### src/rtl/sms_pkg.sv
/*
 * Constants for the supply monitor, status and shutdown block.
 * Assumes a 125 MHz clock and 8-bit registers behind the serial port.
 */
package sms_pkg;
	// ********************************
	// Clock
	// ********************************
	localparam int CLK_PERIOD_NS = 8;
	// ********************************
	// Register offsets
	// ********************************
	localparam logic [6:0] BAT_HIGH_ADDR   = 7'h15;
	localparam logic [6:0] BAT_LOW_ADDR    = 7'h16;
	localparam logic [6:0] SENSE_HIGH_ADDR = 7'h17;
	localparam logic [6:0] SENSE_LOW_ADDR  = 7'h18;
	localparam logic [6:0] VSEL_ADDR       = 7'h1a;
	localparam logic [6:0] STATUS_ADDR     = 7'h1b;
	// ********************************
	// Fields and values
	// ********************************
	localparam int          FLAG_BIT       = 2;
	localparam int          OVS_BIT        = 5;
	localparam int          UVS_BIT        = 4;
	localparam int          WIN_BIT        = 3;
	localparam int          MAIN_BIT       = 0;
	localparam logic [1:0]  EXT_OK         = 2'h0;
	localparam logic [1:0]  EXT_UNDER      = 2'h1;
	localparam logic [1:0]  EXT_OVER       = 2'h2;
	localparam logic [1:0]  EXT_OFF        = 2'h3;
	localparam logic [3:0]  VSEL_DEFAULT   = 4'h5;
	localparam logic [4:0]  RSRC_OVERLOAD  = 5'h12;
	localparam logic [4:0]  RSRC_NONE      = 5'h00;
	localparam logic [7:0]  BYTE_ZERO      = 8'h00;
	typedef enum logic [1:0] {SMS_RUN, SMS_SD_TIMER, SMS_OVERLOAD, SMS_RESET} sms_state_t;
endpackage : sms_pkg

### src/rtl/sms_supply_monitor.sv
/*
 * Supply monitor: conversion results, supply status, converter window
 * status and overvoltage shutdown sequence.
 * Assumes all inputs except arst_n synchronous to clk; register port driven by the
 * serial frame decoder with one-cycle read and write strobes.
 */
`timescale 1ns/100ps
`default_nettype none
module sms_supply_monitor
	import sms_pkg::*;
#(
	parameter int OV_DET_NS  = 20000,
	parameter int OV_SD_NS   = 100000,
	parameter int WIN_TO_NS  = 20000
) (
	input  wire logic        clk,
	input  wire logic        arst_n,
	input  wire logic [6:0]  reg_addr,
	input  wire logic        reg_rd,
	input  wire logic        reg_wr,
	input  wire logic [7:0]  reg_wdata,
	output logic      [7:0]  reg_rdata,
	input  wire logic        normal_mode,
	input  wire logic        battery_conv_valid,
	input  wire logic [9:0]  battery_conversion_result,
	input  wire logic        sense_conv_valid,
	input  wire logic [9:0]  sense_conversion_result,
	input  wire logic        monitor_source_select,
	input  wire logic [7:0]  over_threshold_setting,
	input  wire logic [7:0]  under_threshold_setting,
	input  wire logic        converter_in_window,
	input  wire logic        pass_through,
	input  wire logic        converter_window_irq_enable,
	input  wire logic        ext_under,
	input  wire logic        ext_over,
	input  wire logic        ext_disabled,
	input  wire logic        main_regulator_low,
	input  wire logic        supply_above_ov_det,
	input  wire logic        supply_below_ov_rel,
	input  wire logic        reset_pin_n,
	output logic             converter_window_irq,
	output logic             overvoltage_shutdown_irq,
	output logic             overload_mode,
	output logic             reset_mode,
	output logic             system_reset,
	output logic      [4:0]  reset_source_code,
	output logic             converter_enable,
	output logic      [3:0]  converter_voltage_select
);
	// ********************************
	// Timing
	// ********************************
	localparam int OV_DET_CYC = (OV_DET_NS + CLK_PERIOD_NS - 1) / CLK_PERIOD_NS;
	localparam int OV_SD_CYC  = (OV_SD_NS + CLK_PERIOD_NS - 1) / CLK_PERIOD_NS;
	localparam int WIN_TO_CYC = (WIN_TO_NS + CLK_PERIOD_NS - 1) / CLK_PERIOD_NS;
	localparam int CW = 24;

	// ********************************
	// Reset release
	// ********************************
	logic [1:0] rst_sync_reg;
	logic       rst_n;
	always_ff @(posedge clk or negedge arst_n) begin
		if (!arst_n) rst_sync_reg <= 2'h0;
		else rst_sync_reg <= {rst_sync_reg[0], 1'b1};
	end
	assign rst_n = rst_sync_reg[1];

	// ********************************
	// Conversion results
	// ********************************
	logic [9:0] bat_res_reg;
	logic [9:0] sense_res_reg;
	logic       battery_high_read_flag_reg;
	logic       sense_high_read_flag_reg;
	logic       rd_bat_high;
	logic       rd_sense_high;
	assign rd_bat_high   = reg_rd && (reg_addr == BAT_HIGH_ADDR);
	assign rd_sense_high = reg_rd && (reg_addr == SENSE_HIGH_ADDR);

	always_ff @(posedge clk or negedge rst_n) begin
		if (!rst_n) begin
			bat_res_reg   <= 10'h000;
			sense_res_reg <= 10'h000;
		end else if (normal_mode) begin
			if (battery_conv_valid) bat_res_reg <= battery_conversion_result;
			if (sense_conv_valid) sense_res_reg <= sense_conversion_result;
		end
	end

	// New result clears the flag; reading the high byte sets it
	always_ff @(posedge clk or negedge rst_n) begin
		if (!rst_n) begin
			battery_high_read_flag_reg <= 1'b0;
			sense_high_read_flag_reg   <= 1'b0;
		end else begin
			if (normal_mode && battery_conv_valid) battery_high_read_flag_reg <= 1'b0;
			else if (rd_bat_high) battery_high_read_flag_reg <= 1'b1;
			if (normal_mode && sense_conv_valid) sense_high_read_flag_reg <= 1'b0;
			else if (rd_sense_high) sense_high_read_flag_reg <= 1'b1;
		end
	end

	// ********************************
	// Supply status
	// ********************************
	logic [7:0] sel_high;
	logic       over_threshold_status;
	logic       under_threshold_status;
	logic [1:0] external_supply_status;
	assign sel_high = monitor_source_select ? sense_res_reg[9:2] : bat_res_reg[9:2];
	assign over_threshold_status  = normal_mode && (sel_high > over_threshold_setting);
	assign under_threshold_status = normal_mode && (sel_high < under_threshold_setting);
	assign external_supply_status = ext_disabled ? EXT_OFF : ext_over ? EXT_OVER :
		ext_under ? EXT_UNDER : EXT_OK;

	// ********************************
	// Converter window
	// ********************************
	logic          converter_window_status_reg;
	logic [CW-1:0] win_cnt_reg;
	always_ff @(posedge clk or negedge rst_n) begin
		if (!rst_n) begin
			converter_window_status_reg <= 1'b0;
			win_cnt_reg                 <= '0;
			converter_window_irq        <= 1'b0;
		end else begin
			converter_window_irq <= 1'b0;
			if (converter_in_window) begin
				converter_window_status_reg <= 1'b0;
				win_cnt_reg                 <= '0;
			end else if (pass_through) begin
				converter_window_status_reg <= 1'b1;
				win_cnt_reg                 <= '0;
			end else if (win_cnt_reg >= CW'(WIN_TO_CYC)) begin
				converter_window_status_reg <= 1'b1;
				converter_window_irq <= !converter_window_status_reg &&
					converter_window_irq_enable;
			end else begin
				win_cnt_reg <= win_cnt_reg + 1'b1;
			end
		end
	end

	AST_WIN_IRQ_GATED: assert property (@(posedge clk) disable iff (!rst_n)
		converter_window_irq |-> $past(converter_window_irq_enable) && converter_window_status_reg
		&& !$past(pass_through)) else $error("window irq without enable");
	AST_WIN_CLEAR: assert property (@(posedge clk) disable iff (!rst_n)
		converter_in_window |=> !converter_window_status_reg)
		else $error("window status not cleared");
	AST_WIN_NO_EARLY: assert property (@(posedge clk) disable iff (!rst_n)
		$rose(converter_window_status_reg) && !$past(pass_through)
		|-> $past(win_cnt_reg) >= CW'(WIN_TO_CYC)) else $error("window set early");

	// ********************************
	// Overvoltage shutdown
	// ********************************
	sms_state_t    state_reg;
	logic [CW-1:0] ov_cnt_reg;
	logic [CW-1:0] sd_cnt_reg;
	logic          released_reg;
	always_ff @(posedge clk or negedge rst_n) begin
		if (!rst_n) ov_cnt_reg <= '0;
		else if (!supply_above_ov_det || state_reg != SMS_RUN) ov_cnt_reg <= '0;
		else if (ov_cnt_reg <= CW'(OV_DET_CYC)) ov_cnt_reg <= ov_cnt_reg + 1'b1;
	end

	always_ff @(posedge clk or negedge rst_n) begin
		if (!rst_n) begin
			state_reg                <= SMS_RUN;
			sd_cnt_reg               <= '0;
			released_reg             <= 1'b0;
			overvoltage_shutdown_irq <= 1'b0;
			overload_mode            <= 1'b0;
			reset_mode               <= 1'b0;
			system_reset             <= 1'b0;
			reset_source_code        <= RSRC_NONE;
		end else begin
			overvoltage_shutdown_irq <= 1'b0;
			system_reset             <= 1'b0;
			reset_mode               <= 1'b0;
			case (state_reg)
				SMS_RUN: begin
					if (ov_cnt_reg > CW'(OV_DET_CYC)) begin
						overvoltage_shutdown_irq <= 1'b1;
						sd_cnt_reg               <= '0;
						released_reg             <= 1'b0;
						state_reg                <= SMS_SD_TIMER;
					end
				end
				SMS_SD_TIMER: begin
					if (supply_below_ov_rel) released_reg <= 1'b1;
					if (sd_cnt_reg >= CW'(OV_SD_CYC - 1)) begin
						if (released_reg || supply_below_ov_rel) begin
							system_reset      <= 1'b1;
							reset_mode        <= 1'b1;
							reset_source_code <= RSRC_OVERLOAD;
							state_reg         <= SMS_RESET;
						end else begin
							overload_mode <= 1'b1;
							state_reg     <= SMS_OVERLOAD;
						end
					end else begin
						sd_cnt_reg <= sd_cnt_reg + 1'b1;
					end
				end
				SMS_OVERLOAD: begin
					if (supply_below_ov_rel) begin
						overload_mode     <= 1'b0;
						system_reset      <= 1'b1;
						reset_mode        <= 1'b1;
						reset_source_code <= RSRC_OVERLOAD;
						state_reg         <= SMS_RESET;
					end
				end
				SMS_RESET: state_reg <= SMS_RUN;
				default: state_reg <= SMS_RUN;
			endcase
		end
	end

	AST_IRQ_AFTER_DET: assert property (@(posedge clk) disable iff (!rst_n)
		$rose(overvoltage_shutdown_irq) |-> $past(supply_above_ov_det, 2)
		&& $past(ov_cnt_reg) > CW'(OV_DET_CYC)) else $error("ov irq too early");
	AST_IRQ_STARTS_TIMER: assert property (@(posedge clk) disable iff (!rst_n)
		overvoltage_shutdown_irq |-> state_reg == SMS_SD_TIMER && sd_cnt_reg == '0)
		else $error("timer not started");
	AST_RESET_CODE: assert property (@(posedge clk) disable iff (!rst_n)
		system_reset |-> reset_source_code == RSRC_OVERLOAD && reset_mode)
		else $error("bad reset source");
	AST_OVERLOAD_EXIT: assert property (@(posedge clk) disable iff (!rst_n)
		$fell(overload_mode) |-> system_reset ##1 state_reg == SMS_RUN)
		else $error("overload exit without reset");
	AST_RELEASE_RESET: assert property (@(posedge clk) disable iff (!rst_n)
		state_reg == SMS_SD_TIMER && supply_below_ov_rel |=> !overload_mode)
		else $error("overload after release");

	// ********************************
	// Converter control
	// ********************************
	always_ff @(posedge clk or negedge rst_n) begin
		if (!rst_n) begin
			converter_enable         <= 1'b1;
			converter_voltage_select <= VSEL_DEFAULT;
		end else if (!reset_pin_n) begin
			converter_enable         <= 1'b1;
			converter_voltage_select <= VSEL_DEFAULT;
		end else if (reg_wr && reg_addr == VSEL_ADDR) begin
			converter_voltage_select <= reg_wdata[3:0];
		end
	end

	AST_PIN_DEFAULT: assert property (@(posedge clk) disable iff (!rst_n)
		!reset_pin_n |=> converter_voltage_select == VSEL_DEFAULT && converter_enable)
		else $error("default not restored");

	// ********************************
	// Register read
	// ********************************
	logic [7:0] status_byte;
	always_comb begin
		status_byte                = BYTE_ZERO;
		status_byte[OVS_BIT]       = over_threshold_status;
		status_byte[UVS_BIT]       = under_threshold_status;
		status_byte[WIN_BIT]       = converter_window_status_reg;
		status_byte[2:1]           = external_supply_status;
		status_byte[MAIN_BIT]      = main_regulator_low;
	end

	// Writes outside the voltage select register change nothing
	always_ff @(posedge clk or negedge rst_n) begin
		if (!rst_n) reg_rdata <= BYTE_ZERO;
		else if (reg_rd) begin
			case (reg_addr)
				BAT_HIGH_ADDR:   reg_rdata <= bat_res_reg[9:2];
				BAT_LOW_ADDR:    reg_rdata <= {5'h00, battery_high_read_flag_reg,
					bat_res_reg[1:0]};
				SENSE_HIGH_ADDR: reg_rdata <= sense_res_reg[9:2];
				SENSE_LOW_ADDR:  reg_rdata <= {5'h00, sense_high_read_flag_reg,
					sense_res_reg[1:0]};
				VSEL_ADDR:       reg_rdata <= {4'h0, converter_voltage_select};
				STATUS_ADDR:     reg_rdata <= status_byte;
				default:         reg_rdata <= BYTE_ZERO;
			endcase
		end
	end

	AST_FLAG_ON_READ: assert property (@(posedge clk) disable iff (!rst_n)
		rd_bat_high && !(normal_mode && battery_conv_valid) |=> battery_high_read_flag_reg)
		else $error("high read flag not set");
	AST_THRESH_IDLE: assert property (@(posedge clk) disable iff (!rst_n)
		!normal_mode |-> !over_threshold_status && !under_threshold_status)
		else $error("threshold flag outside normal");
endmodule : sms_supply_monitor
`default_nettype wire

### config.mk
export PLATFORM = sky130hd
export DESIGN_NAME = sms_supply_monitor
export DESIGN_NICKNAME = d
export VERILOG_FILES = /design/src/rtl/sms_pkg.sv /design/src/rtl/sms_supply_monitor.sv
export SDC_FILE = /design/constraint.sdc
export NUM_CORES = 1
export LEC_CHECK = 0
export BUFFER_PORTS_ARGS = -buffer_cell sky130_fd_sc_hd__buf_4
export CAP_MARGIN = 20
export CORE_ASPECT_RATIO = 0.7
export CORE_MARGIN = 2
export CORE_UTILIZATION = 51
export DETAILED_ROUTE_END_ITERATION = 8
export PLACE_DENSITY = 0.74
export RECOVER_POWER = 50
export SYNTH_ARGS = -nofsm -noshare
export SYNTH_HDL_FRONTEND = slang
export SYNTH_SLANG_ARGS = --single-unit
### constraint.sdc
create_clock -name clk -period 3.7 [get_ports clk]
set_input_delay 0.37 -clock clk [delete_from_list [all_inputs] [get_ports clk]]
set_output_delay 0.37 -clock clk [all_outputs]
set_load 0.03 [all_outputs]
==> results of run 1 <==
## area by class of cell
type	instances	area, sq um
clock inverter	13	155.1
timing repair buffer	88	588.1
tap	153	191.4
clock buffer	19	452.9
sequential	117	2930
fill	902	3966
multi-input combinational	382	2661
inverter	28	105.1
## how the worst min path moves through the flow
stage	from	slack (ps)	cells after the start	end
2_1_floorplan	arst_n	70	0	rst_sync_reg[0]
3_3_place_gp	arst_n	150	1	rst_sync_reg[0]
3_5_place_dp	arst_n	150	1	rst_sync_reg[0]
4_1_cts	converter_in_window	110	2	converter_window_status_reg
5_1_grt	reset_pin_n	130	2	converter_voltage_select[2]
6_report	reset_pin_n	130	2	converter_voltage_select[2]
## cell families after synthesis
family / synth area share
simple gates: 0.1875
flops: 0.5041
compound gates: 0.1001
buf+inv: 0.04003
mux: 0.08825
fa+ha+maj: 0.05166
xor+xnor: 0.02712
other cells: 0.001292
## layer usage
layer | vias up | track usage | share of wire
met3 | 17 | 0.07100 | 0.064
met2 | 151 | 0.3573 | 0.46
met5 | - | 0 | 0
met4 | 0 | 0.05435 | 0.0085
li1 | 2126 | - | -
met1 | 2213 | 0.3025 | 0.47
## cell usage in the layout, fill, tap and decap left out, types with 4 or more instances in the layout
master	count
a21oi_1	28
a22oi_1	4
and2_0	10
and2_1	6
and3_1	23
and4_1	5
buf_4	66
clkbuf_1	20
clkbuf_16	17
clkinv_2	5
conb_1	5
dfrtp_1	115
ha_1	24
inv_1	28
mux2_2	33
mux2i_1	13
nand2_1	19
nand3_1	24
nand4_1	14
nor2_1	45
nor2b_1	14
nor4_1	10
o21a_1	4
o21ai_0	19
o31ai_1	5
or2_2	4
or3_1	6
or4_1	4
xnor2_1	7
xor2_1	11
## worst max-delay path: stages (launching register included)
cell and delay, ps:
dfrtp_1 490, inv_1 80, ha_1 190, nand2b_1 130
a311o_1 340, nand3_2 170, nand3_2 310, or4_1 610
a21oi_1 150
## power breakdown
part | leakage [uW] | internal (uW) | total, uW | switching [uW]
sequential | 0.00155 | 1320 | 1360 | 38.3
combinational | 0.00154 | 141 | 276 | 135
clock | 0.000295 | 1090 | 1670 | 578
## stage by stage
stage               hold slack (ps)  cells  cell area [sq um]  setup WS [ps]  utilization
finish                        133.7    800               7084           1155       0.6411
global route                  126.4    800               7084          759.0       0.6411
CTS                           108.8    800               7163           1166       0.6482
detailed placement            152.8    767               6545           1205       0.5923
global placement              152.8    767               6545           1270       0.5923
floorplan                     74.41    552               5824          202.7            -
==> impl_metrics.csv, run 1 <==
group,metric,value,unit
routing,routed_wl,12980,microns
clock_tree,ctsHoldBuffers,1,
worst_setup_path,crit_required,4030,ps
yosys,syn_area_per_cell,10.59,sq um
yosys,yosys-top-cells-area,"dfrtp_1 50%, mux2_2 6.6%, ha_1 5.2%, nor2_1 2.9%, and3_1 2.5%",
clock_tree,cts_made_buffers,17,
worst_setup_path,crit_arrival,2880,ps
routing,post-route-drc-count,0,
timing,period_share,0.6879,
yosys,synth_edf_count,0,
worst_setup_path,rr_startpoint,"ov_cnt_reg[0]",
routing,viasPerCell,5.634,
timing,fmax,392.9,MHz
final_layout,diodes,0,
worst_setup_path,critPathLaunchType,"register",
global_route,grt-ovfl-total,0,
yosys,synth_top_cell_by_area,"dfrtp_1",
worst_setup_path,r2r_cells,8,
timing,worst_pin_slew,2303,ps
routing,first_pass_iters,5,
die,die_h,93.33,microns
yosys,synth.most_common_cell,"dfrtp_1",
worst_setup_path,rrSetupSlack,1150,ps
hold_path,min_path_type,"primary input to register",
yosys,synth_common_cells,"115 x dfrtp_1, 45 x nor2_1, 34 x mux2_2",
yosys,synth_seq_cells,117,
worst_setup_path,r2r_end,"sd_cnt_reg[7]",
global_route,grtUsageTotal,0.2245,
worst_setup_path,worstSetupEndpointType,"register",
routing,ant_nets,0,
global_route,grt_pass1_wl,22000,microns
yosys,synth_top_area_share,0.4950,
timing,hold_viol,0,
yosys,syn_area,5813,sq um
outcome,outcome,"complete, but fails checks",
final_layout,drive_above_1_share,0.2179,
placed_design,place.port_buffers,83,
clock_tree,root_buffer,"clkbuf_16",
timing,rsz0062_at_grt,"false",
timing,clock_skew,10.23,ps
clock_tree,cts_setup_buffers,0,
outcome,violations,"capacitance limit, slew limit",
worst_setup_path,crit_fanout,20,
timing,finalSetupViolCount,0,
clock_tree,clkTransAtPathRegs,50,ps
die,core-area,11050,sq um
worst_setup_path,worstSetupPathType,"register to register",
clock_tree,clk_latency,410,ps
clock_tree,cts_tree,"done",
global_route,grt_pass1_vias,4449,
timing,slew_headroom,-0.5352,
die,rows,32,
final_layout,final_nets,727,
yosys,synth_warnings,0,
clock_tree,htreeDepth,4,
timing,drv_slew,60,
die,dieWidth,131.6,microns
power,peakVddDrop,530.9,uV
global_route,antenna_found_initial,0,
worst_setup_path,crit_end,"sd_cnt_reg[7]",
clock_tree,cts_sinks,117,
global_route,grt_max_degree,60,
timing,period_needed,2545,ps
clock_tree,post_cts_resized,0,
power,power_leakage,0.003381,uW
flow_run,max_cap_violations,1,
die,start_util,0.5260,
yosys,yosysSeqAreaShare,0.5041,
yosys,synth_ff_type,"dfrtp_1",
yosys,synth_cell_types,57,
power,powerDensity,466.2,nW/um^2
final_layout,area_delta_synth_final,21.87,%
placed_design,dpl.hpwl,8853,microns
yosys,synthCells,549,
worst_setup_path,setup.worst_path.start,"ov_cnt_reg[0]",
die,num_io_pins,92,
placed_design,gp_congestion,0.8241,
timing,setup-tns-final,0,ps
die,dieArea,12280,sq um
routing,routedWlPerCell,16.23,microns
yosys,async_flop_share,1.000,
clock_tree,clockBufferDepth,2,
power,finalPower,3302,uW
routing,route.vias.total,4507,
routing,drt_iter0_markers,341,
Power figures use the tool's default switching activity.
==> inputs of run 2 (changes only) <==
- clock period: 3.7 -> 2.2 ns (I/O delays scaled with it)
==> run 2 against run 1 <==
Against the previous run: the flow now finishes without violations; final area is 4.9% higher; global-route usage is 0.36 points higher; count of clock-buffer cells in the layout is 2 higher; final cell count is 3.0% higher; via count is 2.4% higher; first-iteration DRC count is 14% lower; non-clock buffer count is 23 higher; die area stayed put; critical path depth is 1 lower; total power is 74% higher; worst setup slack worse by 1100 ps; highest routed layer unchanged.
==> impl_metrics.csv, run 2 (synthesis results as in run 1) <==
group,metric,value,unit
outcome,outcome,"completed",
clock_tree,clk_latency,410,ps
worst_setup_path,critPathMaxStageDelay,560,ps
clock_tree,root_buffer,"clkbuf_16",
die,die_h,93.33,microns
power,power_leakage,0.003632,uW
routing,drt_iter0_markers,293,
worst_setup_path,setup.worst_path.start,"sd_cnt_reg[1]",
timing,fmax,455.9,MHz
die,rows,32,
final_layout,final_nets,751,
hold_path,min_path_type,"primary input to register",
timing,period_share,0.9971,
global_route,grt_pass1_vias,4507,
flow_run,max_cap_violations,0,
routing,post-route-drc-count,0,
worst_setup_path,worstSetupEndpointType,"register",
power,pwr-share-comb,0.084,
power,switching_share,0.2223,
final_layout,diodes,0,
die,num_io_pins,92,
timing,slew_headroom,0.3155,
worst_setup_path,crit_fanout,7,
final_layout,drive_above_1_share,0.2861,
global_route,antenna_found_initial,0,
die,start_util,0.5260,
placed_design,place.port_buffers,83,
clock_tree,htreeDepth,4,
power,peakVddDrop,675.8,uV
clock_tree,cts_sinks,117,
placed_design,pre_cts_ws,-28.94,ps
timing,worst_pin_slew,1027,ps
clock_tree,cts_tree,"done",
routing,routed_wl,13460,microns
routing,ant_nets,0,
timing,drv_slew,0,
final_layout,layout_common_cells,"114 x dfrtp_1, 104 x buf_4, 45 x nor2_1",
routing,viasPerCell,5.603,
power,finalPower,5734,uW
worst_setup_path,crit_required,2520,ps
global_route,grt-ovfl-total,0,
die,core-area,11050,sq um
routing,route.vias.total,4617,
worst_setup_path,critPathLaunchType,"register",
routing,first_pass_iters,5,
global_route,grt_max_degree,50,
final_layout,final_cells,824,
die,dieWidth,131.6,microns
worst_setup_path,rr_startpoint,"sd_cnt_reg[1]",
worst_setup_path,critPathTopFamily,"compound AO/OA/AOI/OAI gates",
clock_tree,clockBufferDepth,2,
timing,period_needed,2194,ps
clock_tree,clkTransAtPathRegs,60,ps
worst_setup_path,crit_end,"sd_cnt_reg[12]",
timing,clock_skew,15.54,ps
placed_design,gp_congestion,0.8567,
worst_setup_path,crit_arrival,2520,ps
worst_setup_path,path_buf_inv,0,
timing,hold_viol,0,
timing,setup-tns-final,0,ps
worst_setup_path,r2r_cells,7,
worst_setup_path,worstSetupPathType,"register to register",
worst_setup_path,rrSetupSlack,6,ps
final_layout,area_delta_synth_final,27.83,%
worst_setup_path,r2r_end,"sd_cnt_reg[12]",
placed_design,dpl.hpwl,9167,microns
power,clkPwrFrac,0.518,
final_layout,final_common_cell,"dfrtp_1",
worst_setup_path,crit_slowest_cell,"or4_4",
timing,finalSetupViolCount,0,
worst_setup_path,cp_cell_sequence,"ha_2, o31a_1, o211ai_2, a211o_1, nand3_4, or4_4, a21oi_4",
placed_design,place_inst,783,
die,dieArea,12280,sq um
clock_tree,cts_made_buffers,17,
final_layout,fillers,834,
power,power_frac_seq,0.398,
routing,routedWlPerCell,16.33,microns
power,p_int,4459,uW
global_route,grtUsageTotal,0.2282,
power,powerDensity,771.6,nW/um^2
timing,layout_setup_ws,6.412,ps
power,switchingPower,1275,uW
timing,rsz0062_at_grt,"true",
worst_setup_path,cp.depth,7,
global_route,grt_pass1_wl,22230,microns
## run 2: cell count changes in the layout (fill, tap and decap cells not counted), moves of 3 or more
cell	previous run	this run
clkbuf_1	20	3
and2_1	6	15
buf_4	66	104
clkinv_2	5	2
and2_0	10	1
## run 2: area by class of cell
class                   count  area [sq um]  area share
clock buffers              21         470.5     0.06331
clock inverters            11         172.7     0.02324
inverters                  28         105.1     0.01414
multi-input cells         383          2731      0.3676
flip-flops and latches    117          2932      0.3945
well taps                 153         191.4     0.02576
repair buffers            111         828.3      0.1115
## run 2: worst min-delay path by stage
stage / start / endpoint / cells past startpoint
after floorplan: arst_n / rst_sync_reg[0] / 0
after global placement: arst_n / rst_sync_reg[0] / 1
after detailed placement: arst_n / rst_sync_reg[0] / 1
after CTS: sense_conv_valid / sense_high_read_flag_reg / 2
after global routing: sense_conv_valid / sense_high_read_flag_reg / 2
final: sense_conv_valid / sense_high_read_flag_reg / 2
## run 2: repair_timing
action,4_1_cts,5_1_grt
hold endpoints to repair,5,0
resized for setup,3,10
hold buffers,3,0
gates cloned,0,1
setup buffers,0,5
pin swaps,0,9
setup endpoints to repair,5,9
## run 2: power groups by stage
stage	clock, uW	sequential (uW)	combinational [uW]
after floorplan	0	2330	268
after global placement	0	2320	458
after detailed placement	0	2320	471
after CTS	3010	2290	490
after global routing	3120	2290	530
final	2970	2280	482
## run 2: per-layer routing
metal / vias to the layer above / track usage / part of all wire
li1: 2177 / - / -
met1: 2261 / 0.3076 / 0.46
met2: 156 / 0.3582 / 0.46
met3: 23 / 0.06016 / 0.061
met4: 0 / 0.08514 / 0.018
met5: - / 0 / 0
## run 2: per-stage QoR
step	cell area [sq um]	util	hold WS (ps)
after floorplan	5826	-	-75.59
final	7431	0.6724	13.93
after global routing	7431	0.6724	6.540
after global placement	6690	0.6054	2.331
after CTS	7378	0.6677	0.6653
after detailed placement	6690	0.6054	3.766
